## src/hdl/irqc_pkg.sv

```systemverilog
/*
  Package for the interrupt request controller: register offsets, field positions,
  reset values, level codes and the packed carriers shared by the two design files.
  Assumes a 32-bit AXI4-Lite register bus with word-aligned registers.
*/
package irqc_pkg;

  localparam int unsigned AXI_ADDR_W = 4;

  // Register byte offsets.
  localparam logic [3:0] OFF_ENABLE_SETCLR  = 4'h0;
  localparam logic [3:0] OFF_ENABLE_READ    = 4'h4;
  localparam logic [3:0] OFF_REQUEST_SETCLR = 4'h8;
  localparam logic [3:0] OFF_REQUEST_READ   = 4'hC;

  // Field positions inside the 16-bit interrupt registers.
  localparam int unsigned POS_WRITE_POLARITY = 15;
  localparam int unsigned POS_MASTER_GATE    = 14;
  localparam int unsigned POS_HIGH_EXT       = 13;
  localparam int unsigned POS_DISK_SYNC      = 12;
  localparam int unsigned POS_SERIAL_RX      = 11;
  localparam int unsigned POS_AUDIO_LO       = 7;
  localparam int unsigned POS_BLOCK_XFER     = 6;
  localparam int unsigned POS_VBLANK         = 5;
  localparam int unsigned POS_COPROC         = 4;
  localparam int unsigned POS_LOW_EXT        = 3;
  localparam int unsigned POS_SOFT_ONLY      = 2;
  localparam int unsigned POS_DISK_DONE      = 1;
  localparam int unsigned POS_SERIAL_TX      = 0;

  localparam int unsigned NUM_AUDIO = 4;

  // Reset values of the stored registers.
  localparam logic [14:0] RESET_ENABLE  = 15'h0000;
  localparam logic [14:0] RESET_REQUEST = 15'h0000;

  // Processor priority level codes.
  localparam logic [2:0] LEVEL_NONE = 3'h0;
  localparam logic [2:0] LEVEL_1    = 3'h1;
  localparam logic [2:0] LEVEL_2    = 3'h2;
  localparam logic [2:0] LEVEL_3    = 3'h3;
  localparam logic [2:0] LEVEL_4    = 3'h4;
  localparam logic [2:0] LEVEL_5    = 3'h5;
  localparam logic [2:0] LEVEL_6    = 3'h6;

  localparam logic [1:0] RESP_OKAY   = 2'h0;
  localparam logic [1:0] RESP_SLVERR = 2'h2;

  // Hardware event strobes, one cycle each, from logic on mclk.
  typedef struct packed {
    logic                 disk_sync_match;
    logic                 serial_rx_full;
    logic [NUM_AUDIO-1:0] audio_done;
    logic                 block_transfer_done;
    logic                 vertical_blank_event;
    logic                 disk_transfer_done;
    logic                 serial_tx_empty;
  } irqc_events_t;

endpackage : irqc_pkg

```

## src/hdl/irqc_level_encoder.sv

```systemverilog
/*
  Priority encoder from the qualified request vector to a processor level.
  Purely combinational; the caller registers the result.
*/
`timescale 1ns/1ps
module irqc_level_encoder
  import irqc_pkg::*;
(
  input  wire logic [14:0] active,
  output logic      [2:0]  level
);

  // Highest level is tested first so it always wins. Bit 14 is never looked at.
  always_comb
  begin
    level = LEVEL_NONE;
    if (active[POS_HIGH_EXT])
      level = LEVEL_6;
    else if (active[POS_DISK_SYNC] || active[POS_SERIAL_RX])
      level = LEVEL_5;
    else if (|active[POS_AUDIO_LO +: NUM_AUDIO])
      level = LEVEL_4;
    else if (active[POS_BLOCK_XFER] || active[POS_VBLANK] || active[POS_COPROC])
      level = LEVEL_3;
    else if (active[POS_LOW_EXT])
      level = LEVEL_2;
    else if (active[POS_DISK_DONE] || active[POS_SERIAL_TX] || active[POS_SOFT_ONLY])
      level = LEVEL_1;
  end

endmodule : irqc_level_encoder

```

## src/hdl/irqc_top.sv

```systemverilog
/*
  Interrupt request controller: enable mask and request status registers with
  set/clear writes, hardware event capture and processor level output.
  Assumes event strobes come from logic on mclk and the two external lines are
  asynchronous pins. Software reaches the registers over AXI4-Lite.
*/
// Added by the designer: the AXI4-Lite interface to the registers and the placing of the registers.
`timescale 1ns/1ps

////////////////////////////////////////////////////////////////////////////////

// Summary of operation
// - Enable and request, separate write/read addresses.
// - Bit15 one: set selected bits.
// - Bit15 zero: clear selected bits.
// - Zero selector bits leave register unchanged.
// - Read addresses report no bit 15.
// - Request and enable bits share positions.
// - Bit 14 master gate blocks everything.
// - Master position never requests by itself.
// - High external line low sets bit 13, level 6.
// - Low external line low sets bit 3, level 2.
// - Vertical blank line zero sets bit 5.
// - Bit 4 coprocessor, software written, level 3.
// - Bits 10-7 audio channels 3-0, level 4.
// - Audio done strobes from audio logic.
// - Block transfer done sets bit 6, level 3.
// - Disk sync match sets bit 12, level 5.
// - Disk block done sets bit 1, level 1.
// - Level 7 is never generated.
// - Disabled pending request causes no interrupt.
// - Output covers levels 1 through 6.
// - Serial receive full sets bit 11, level 5.
// - Serial transmit empty sets bit 0, level 1.
module irqc_top
  import irqc_pkg::*;
(
  input  wire logic                      mclk,
  input  wire logic                      rstn,
  input  wire logic [irqc_pkg::AXI_ADDR_W-1:0] s_axi_awaddr,
  input  wire logic                      s_axi_awvalid,
  output logic                           s_axi_awready,
  input  wire logic [31:0]               s_axi_wdata,
  input  wire logic [3:0]                s_axi_wstrb,
  input  wire logic                      s_axi_wvalid,
  output logic                           s_axi_wready,
  output logic [1:0]                     s_axi_bresp,
  output logic                           s_axi_bvalid,
  input  wire logic                      s_axi_bready,
  input  wire logic [irqc_pkg::AXI_ADDR_W-1:0] s_axi_araddr,
  input  wire logic                      s_axi_arvalid,
  output logic                           s_axi_arready,
  output logic [31:0]                    s_axi_rdata,
  output logic [1:0]                     s_axi_rresp,
  output logic                           s_axi_rvalid,
  input  wire logic                      s_axi_rready,
  input  wire irqc_pkg::irqc_events_t    events,
  input  wire logic                      high_external_irq_n,
  input  wire logic                      low_external_irq_n,
  output logic [2:0]                     irq_level
);

  import irqc_pkg::*;

  //////////////////////////////////////////////////////////////////////////////
  // Write channel capture.

  logic [AXI_ADDR_W-1:0] wr_addr;
  logic                  wr_addr_held;
  logic [31:0]           wr_data;
  logic [3:0]            wr_strb;
  logic                  wr_data_held;
  logic                  wr_fire;

  // Address and data are accepted independently; the write fires once both are held
  // and no response is still outstanding.
  // A second write may be taken while a response waits, but it stays in the holding
  // registers until the master has taken that response.
  assign wr_fire = wr_addr_held && wr_data_held && !s_axi_bvalid;

  always_ff @(posedge mclk or negedge rstn)
  begin
    if (!rstn)
    begin
      s_axi_awready <= 1'b0;
      wr_addr_held  <= 1'b0;
      wr_addr       <= '0;
    end
    else if (s_axi_awvalid && s_axi_awready)
    begin
      s_axi_awready <= 1'b0;
      wr_addr_held  <= 1'b1;
      wr_addr       <= s_axi_awaddr;
    end
    else if (wr_fire)
    begin
      wr_addr_held  <= 1'b0;
      s_axi_awready <= 1'b0;
    end
    else
    begin
      s_axi_awready <= !wr_addr_held;
    end
  end

  always_ff @(posedge mclk or negedge rstn)
  begin
    if (!rstn)
    begin
      s_axi_wready <= 1'b0;
      wr_data_held <= 1'b0;
      wr_data      <= '0;
      wr_strb      <= '0;
    end
    else if (s_axi_wvalid && s_axi_wready)
    begin
      s_axi_wready <= 1'b0;
      wr_data_held <= 1'b1;
      wr_data      <= s_axi_wdata;
      wr_strb      <= s_axi_wstrb;
    end
    else if (wr_fire)
    begin
      wr_data_held <= 1'b0;
      s_axi_wready <= 1'b0;
    end
    else
    begin
      s_axi_wready <= !wr_data_held;
    end
  end

  //////////////////////////////////////////////////////////////////////////////
  // Write decode. Both 16-bit registers live in the low two byte lanes, so a
  // write that misses either lane is ignored rather than half applied.

  logic wr_lanes_ok;
  logic wr_enable_hit;
  logic wr_request_hit;
  logic wr_mapped;

  assign wr_lanes_ok    = wr_strb[0] && wr_strb[1];
  assign wr_enable_hit  = wr_fire && wr_lanes_ok && (wr_addr == OFF_ENABLE_SETCLR);
  assign wr_request_hit = wr_fire && wr_lanes_ok && (wr_addr == OFF_REQUEST_SETCLR);
  assign wr_mapped      = (wr_addr == OFF_ENABLE_SETCLR) || (wr_addr == OFF_REQUEST_SETCLR);

  always_ff @(posedge mclk or negedge rstn)
  begin
    if (!rstn)
    begin
      s_axi_bvalid <= 1'b0;
      s_axi_bresp  <= RESP_OKAY;
    end
    else if (wr_fire)
    begin
      s_axi_bvalid <= 1'b1;
      // A write to a read address or a hole changes nothing and is answered with an
      // error, so a stray pointer cannot disturb the mask.
      s_axi_bresp  <= wr_mapped ? RESP_OKAY : RESP_SLVERR;
    end
    else if (s_axi_bready)
    begin
      s_axi_bvalid <= 1'b0;
    end
  end

  //////////////////////////////////////////////////////////////////////////////
  // External line synchronisers. Stage one feeds only stage two; a level change
  // counts once stages two and three agree.

  localparam int unsigned NUM_EXT = 2;

  logic [NUM_EXT-1:0] ext_pin_n;
  logic               high_ext_low;
  logic               low_ext_low;

  assign ext_pin_n = {high_external_irq_n, low_external_irq_n};

  // Reset fills each chain with the idle high level, so the release of reset
  // never looks like a pin going low.
  for (genvar g = 0; g < NUM_EXT; g++)
  begin : g_ext_sync
    logic [2:0] sync;
    logic       low_seen;

    always_ff @(posedge mclk or negedge rstn)
    begin
      if (!rstn)
      begin
        sync     <= 3'h7;
        low_seen <= 1'b0;
      end
      else
      begin
        sync <= {sync[1:0], ext_pin_n[g]};
        if (sync[1] == sync[2])
          low_seen <= !sync[2];
      end
    end
  end

  assign high_ext_low = g_ext_sync[1].low_seen;
  assign low_ext_low  = g_ext_sync[0].low_seen;

  //////////////////////////////////////////////////////////////////////////////
  // Hardware set vector, one bit per request position.

  logic [14:0] hw_set;

  always_comb
  begin
    hw_set                                 = '0;
    hw_set[POS_HIGH_EXT]                   = high_ext_low;
    hw_set[POS_LOW_EXT]                    = low_ext_low;
    hw_set[POS_VBLANK]                     = events.vertical_blank_event;
    hw_set[POS_AUDIO_LO +: NUM_AUDIO]      = events.audio_done;
    hw_set[POS_BLOCK_XFER]                 = events.block_transfer_done;
    hw_set[POS_DISK_SYNC]                  = events.disk_sync_match;
    hw_set[POS_DISK_DONE]                  = events.disk_transfer_done;
    hw_set[POS_SERIAL_RX]                  = events.serial_rx_full;
    hw_set[POS_SERIAL_TX]                  = events.serial_tx_empty;
  end

  //////////////////////////////////////////////////////////////////////////////
  // Stored registers. Bit 15 of a write is the polarity, bits 14-0 select.

  logic [14:0] enable_mask;
  logic [14:0] request;
  logic [14:0] wr_select;
  logic        wr_polarity;

  assign wr_select   = wr_data[14:0];
  assign wr_polarity = wr_data[POS_WRITE_POLARITY];

  always_ff @(posedge mclk or negedge rstn)
  begin
    if (!rstn)
      enable_mask <= RESET_ENABLE;
    else if (wr_enable_hit)
    begin
      if (wr_polarity)
        enable_mask <= enable_mask | wr_select;
      else
        enable_mask <= enable_mask & ~wr_select;
    end
  end

  // A hardware event in the same cycle as a software clear wins, so it is not lost.
  // Bit 4 has no hardware source; only software writes reach it.
  always_ff @(posedge mclk or negedge rstn)
  begin
    if (!rstn)
      request <= RESET_REQUEST;
    else if (wr_request_hit && wr_polarity)
      request <= request | wr_select | hw_set;
    else if (wr_request_hit)
      request <= (request & ~wr_select) | hw_set;
    else
      request <= request | hw_set;
  end

  //////////////////////////////////////////////////////////////////////////////
  // Level output. Position 14 is masked off before encoding.

  logic [14:0] qualified;
  logic [2:0]  next_irq_level;

  always_comb
  begin
    qualified                  = request & enable_mask;
    qualified[POS_MASTER_GATE] = 1'b0;
    if (!enable_mask[POS_MASTER_GATE])
      qualified = '0;
  end

  irqc_level_encoder u_encoder
  (
    .active (qualified),
    .level  (next_irq_level)
  );

  // The encoder tops out at six, so level 7 stays free for outside hardware.
  // The level is registered, so it follows a changed register or an event one
  // cycle after the stored bit has changed.
  always_ff @(posedge mclk or negedge rstn)
  begin
    if (!rstn)
      irq_level <= LEVEL_NONE;
    else
      irq_level <= next_irq_level;
  end

  //////////////////////////////////////////////////////////////////////////////
  // Read channel. Write-only addresses read as zero with an error response.
  // Read data are captured at the edge that accepts the address, so a write that
  // completes at that same edge is not yet seen.

  always_ff @(posedge mclk or negedge rstn)
  begin
    if (!rstn)
    begin
      s_axi_arready <= 1'b0;
      s_axi_rvalid  <= 1'b0;
      s_axi_rdata   <= '0;
      s_axi_rresp   <= RESP_OKAY;
    end
    else if (s_axi_arvalid && s_axi_arready)
    begin
      s_axi_arready <= 1'b0;
      s_axi_rvalid  <= 1'b1;
      unique case (s_axi_araddr)
        OFF_ENABLE_READ:
        begin
          s_axi_rdata <= {17'h00000, enable_mask};
          s_axi_rresp <= RESP_OKAY;
        end
        OFF_REQUEST_READ:
        begin
          s_axi_rdata <= {17'h00000, request};
          s_axi_rresp <= RESP_OKAY;
        end
        default:
        begin
          s_axi_rdata <= '0;
          s_axi_rresp <= RESP_SLVERR;
        end
      endcase
    end
    else if (s_axi_rvalid)
    begin
      if (s_axi_rready)
        s_axi_rvalid <= 1'b0;
    end
    else
    begin
      s_axi_arready <= 1'b1;
    end
  end

endmodule : irqc_top
```

## config.mk

```make
export PLATFORM = sky130hd
export DESIGN_NAME = irqc_top
export DESIGN_NICKNAME = d
export VERILOG_FILES = /design/src/hdl/irqc_pkg.sv /design/src/hdl/irqc_level_encoder.sv /design/src/hdl/irqc_top.sv
export SDC_FILE = /design/constraint.sdc
export NUM_CORES = 1
export LEC_CHECK = 0
export BUFFER_PORTS_ARGS = -buffer_cell sky130_fd_sc_hd__buf_2
export CAP_MARGIN = 20
export CORE_MARGIN = 3
export CORE_UTILIZATION = 56
export CTS_CLUSTER_DIAMETER = 100
export DETAILED_ROUTE_END_ITERATION = 8
export MAX_ROUTING_LAYER = met4
export PLACE_DENSITY = 0.88
export REMOVE_ABC_BUFFERS = 1
export SKIP_CTS_REPAIR_TIMING = 1
export SLEW_MARGIN = 20
export SYNTH_ARGS = -nofsm -noshare
export SYNTH_HDL_FRONTEND = slang
export SYNTH_HIERARCHICAL = 1
export SYNTH_SLANG_ARGS = --single-unit
```

## constraint.sdc

```tcl
create_clock -name mclk -period 4.5 [get_ports mclk]
set_input_delay 0.9 -clock mclk [delete_from_list [all_inputs] [get_ports mclk]]
set_output_delay 0.9 -clock mclk [all_outputs]
set_load 0.01 [all_outputs]
```

==> impl_metrics.yaml <==
power:
  powerDensity_nw_per_um2: 508
  static-leakage-power_nw: 2.22
  p_total_w: 0.00227
  vdd_drop_max_uv: 467
place:
  portBuffers: 69
  finalWeightedCongestion: 0.748
  dpl.cell_count: 474
  dpl.hpwl_microns: 5090
logic_synthesis:
  ys_types: 31
  synth_seq_cells: 87
  synth_warnings: 6
  avgSynthCellArea_sq_um: 11.9
  synth.area.top_cells: "dfrtp_1, mux2_2, mux2i_1"
  synth.largest_area_cell: "dfrtp_1"
  synth_enable_flop_cells: 0
  async_flop_share: 1.00
  synth-seq-area-share: 0.553
  netlist.area_leader.share: 0.513
  postSynthCellCount: 332
  synthesis.area_sq_um: 3950
  synthFlopType: "dfrtp_1"
die:
  die-area_sq_um: 8100
  die_y_microns: 90
  initial_core_util: 0.598
  ios: 107
  core_sq_um: 6600
  core.rowCount: 29
  die_w_microns: 90
clock_network:
  numClockSinks: 87
  htreeDepth: 3
  cts_made_buffers: 9
  cts_buffer_depth: 2
  clockRootBuffer: "clkbuf_8"
  insertion_delay_ns: 0.35
  clk_pin_slew_ns: 0.08
  cts_tree: "yes"
worst_setup_path:
  critPathTopFamily: "simple AND/OR/NAND/NOR gates"
  cpPeakStageDelay_ns: 1.05
  crit_buf_inv: 0
  worstRegToRegCells: 3
  worstSetupPathType: "register to register"
  arrival_ns: 2.43
  crit_slowest_cell: "and4b_1"
  regToRegStartpoint: "s_axi_bvalid"
  crit_fanout: 30
  setup.worst_path.start_class: "register"
  crit_required_ns: 4.73
  r2r-end: "request[14]"
  endpoint_kind: "register"
  reg2reg_slack_ns: 2.31
  cp_cell_sequence: "and4b_1, nand4_1, mux2_2"
timing:
  hold_viol: 0
  maxSlewHeadroom: 0.225
  hold_slack_ns: 0.363
  fin_setup_tns_ns: 0
  setup_violations: 0
  drv_slew: 0
  finalCriticalPeriod_ns: 2.19
  tightest_slew_ns: 1.16
  period_share: 0.487
  skew_ns: 0.00982
  rsz0062_at_grt: "no"
  max_freq_ghz: 0.456
detailed_routing:
  drc: 0
  wl_per_cell_microns: 15.9
  num_vias: 2738
  dr.pass1.iters: 4
  final_antenna_net_count: 0
  drt_iter0_drc: 127
  met2_wirelength_microns: 3860
  via_per_inst: 5.59
  met1Wirelength_microns: 3320
  routed_wl_microns: 7790
  highest_layer: "met4"
  wl_met3_microns: 462
layout:
  instances_no_fill: 490
  postLayoutCoreUtil: 0.676
  drive_above_1_share: 0.327
  regArea_sq_um: 2180
  syn_to_final_growth_pct: 13.0
  multi_input_area_sq_um: 1580
  diodes: 0
  nNetsFinal: 455
  nFillCells: 509
worst_hold_path:
  holdCritStartpoint: "g_ext_sync[0].sync[0]"
  hp-class: "register to register"
  min_to: "g_ext_sync[0].sync[1]"
  hold-path-cell-count: 0
global_route:
  grt_pass1_vias: 2792
  grt_pass1_wl_microns: 13200
  grt.total_usage: 0.207
  grt_max_degree: 88
  antenna_found_initial: 0
  grt-ovfl-total: 0
status:
  status: "complete, no violations"
run:
  maxCapViolCount: 0
routing by layer:
metal  track usage  vias to the layer above
li1              -                     1268
met1         0.253                     1358
met2         0.337                       98
met3        0.0559                       14
met4        0.0651                        0
met5             -                        -
report_power, final:
group / switching [W] / leakage, nW / total (W) / internal [W]
clock: 0.000263 / 0.0988 / 0.000551 / 0.000288
sequential: 0.000232 / 1.05 / 0.00121 / 0.000981
combinational: 0.000247 / 1.06 / 0.000501 / 0.000254
total: 0.000742 / 2.22 / 0.00227 / 0.00152
synth_stat cells, types with 2 or more instances:
cell	number
and3_1	14
nor2_1	26
clkbuf_1	12
mux2i_1	27
buf_2	6
dfstp_2	6
mux2_2	38
o21ai_0	6
mux2_1	3
nand4_1	15
buf_4	19
nand4b_1	15
nand2_1	27
nor3_1	3
a21oi_1	2
dfrtp_1	81
inv_1	3
o31ai_1	15
buf_6	2
final cells by class:
cell class	count	share of cell area
tap	93	0.0261
timing repair buffer	70	0.0805
clock inverter	4	0.0121
multi-input combinational	221	0.355
inverter	3	0.00252
clock buffer	12	0.0348
sequential	87	0.489
cells in the final DEF, fill, tap and decap left out, types with 2 or more instances in the layout:
master,n
inv_1,3
and3_1,14
nand4_1,15
mux2i_1,27
dfrtp_1,81
nand4b_1,15
clkbuf_8,11
buf_2,68
o31ai_1,15
a21oi_1,2
mux2_2,38
conb_1,19
dfstp_2,6
o21ai_0,6
nand2_1,27
nor2_1,26
mux2_1,3
nor3_1,3
clkinvlp_4,2
cells by family (layout without fill, tap and decap cells):
logic type	after synthesis	after routing	share of synthesized area
AO/OA/AOI/OAI	27	27	0.0469
buffers and inverters	42	89	0.0636
flip-flops	87	87	0.553
multiplexers	68	68	0.185
other	1	19	0.000949
AND/OR/NAND/NOR	107	107	0.150
worst max-delay path by stage:
stage	startpoint	end	slack [ns]	cells past startpoint
after floorplan	s_axi_arvalid	s_axi_rresp[1]	2.56	2
after global placement	s_axi_arvalid	s_axi_rresp[1]	2.23	3
after detailed placement	s_axi_arvalid	s_axi_rresp[1]	2.19	3
after CTS	s_axi_bvalid	request[14]	2.36	3
after global routing	s_axi_bvalid	request[14]	2.25	3
final	s_axi_bvalid	request[14]	2.31	3
stage by stage:
stage	area, sq um	setup WS [ns]
2_1_floorplan	3780	2.56
3_3_place_gp	4250	2.23
3_5_place_dp	4250	2.19
4_1_cts	4460	2.36
5_1_grt	4460	2.25
6_report	4460	2.31
No activity file was read; power rests on OpenSTA's default activity.
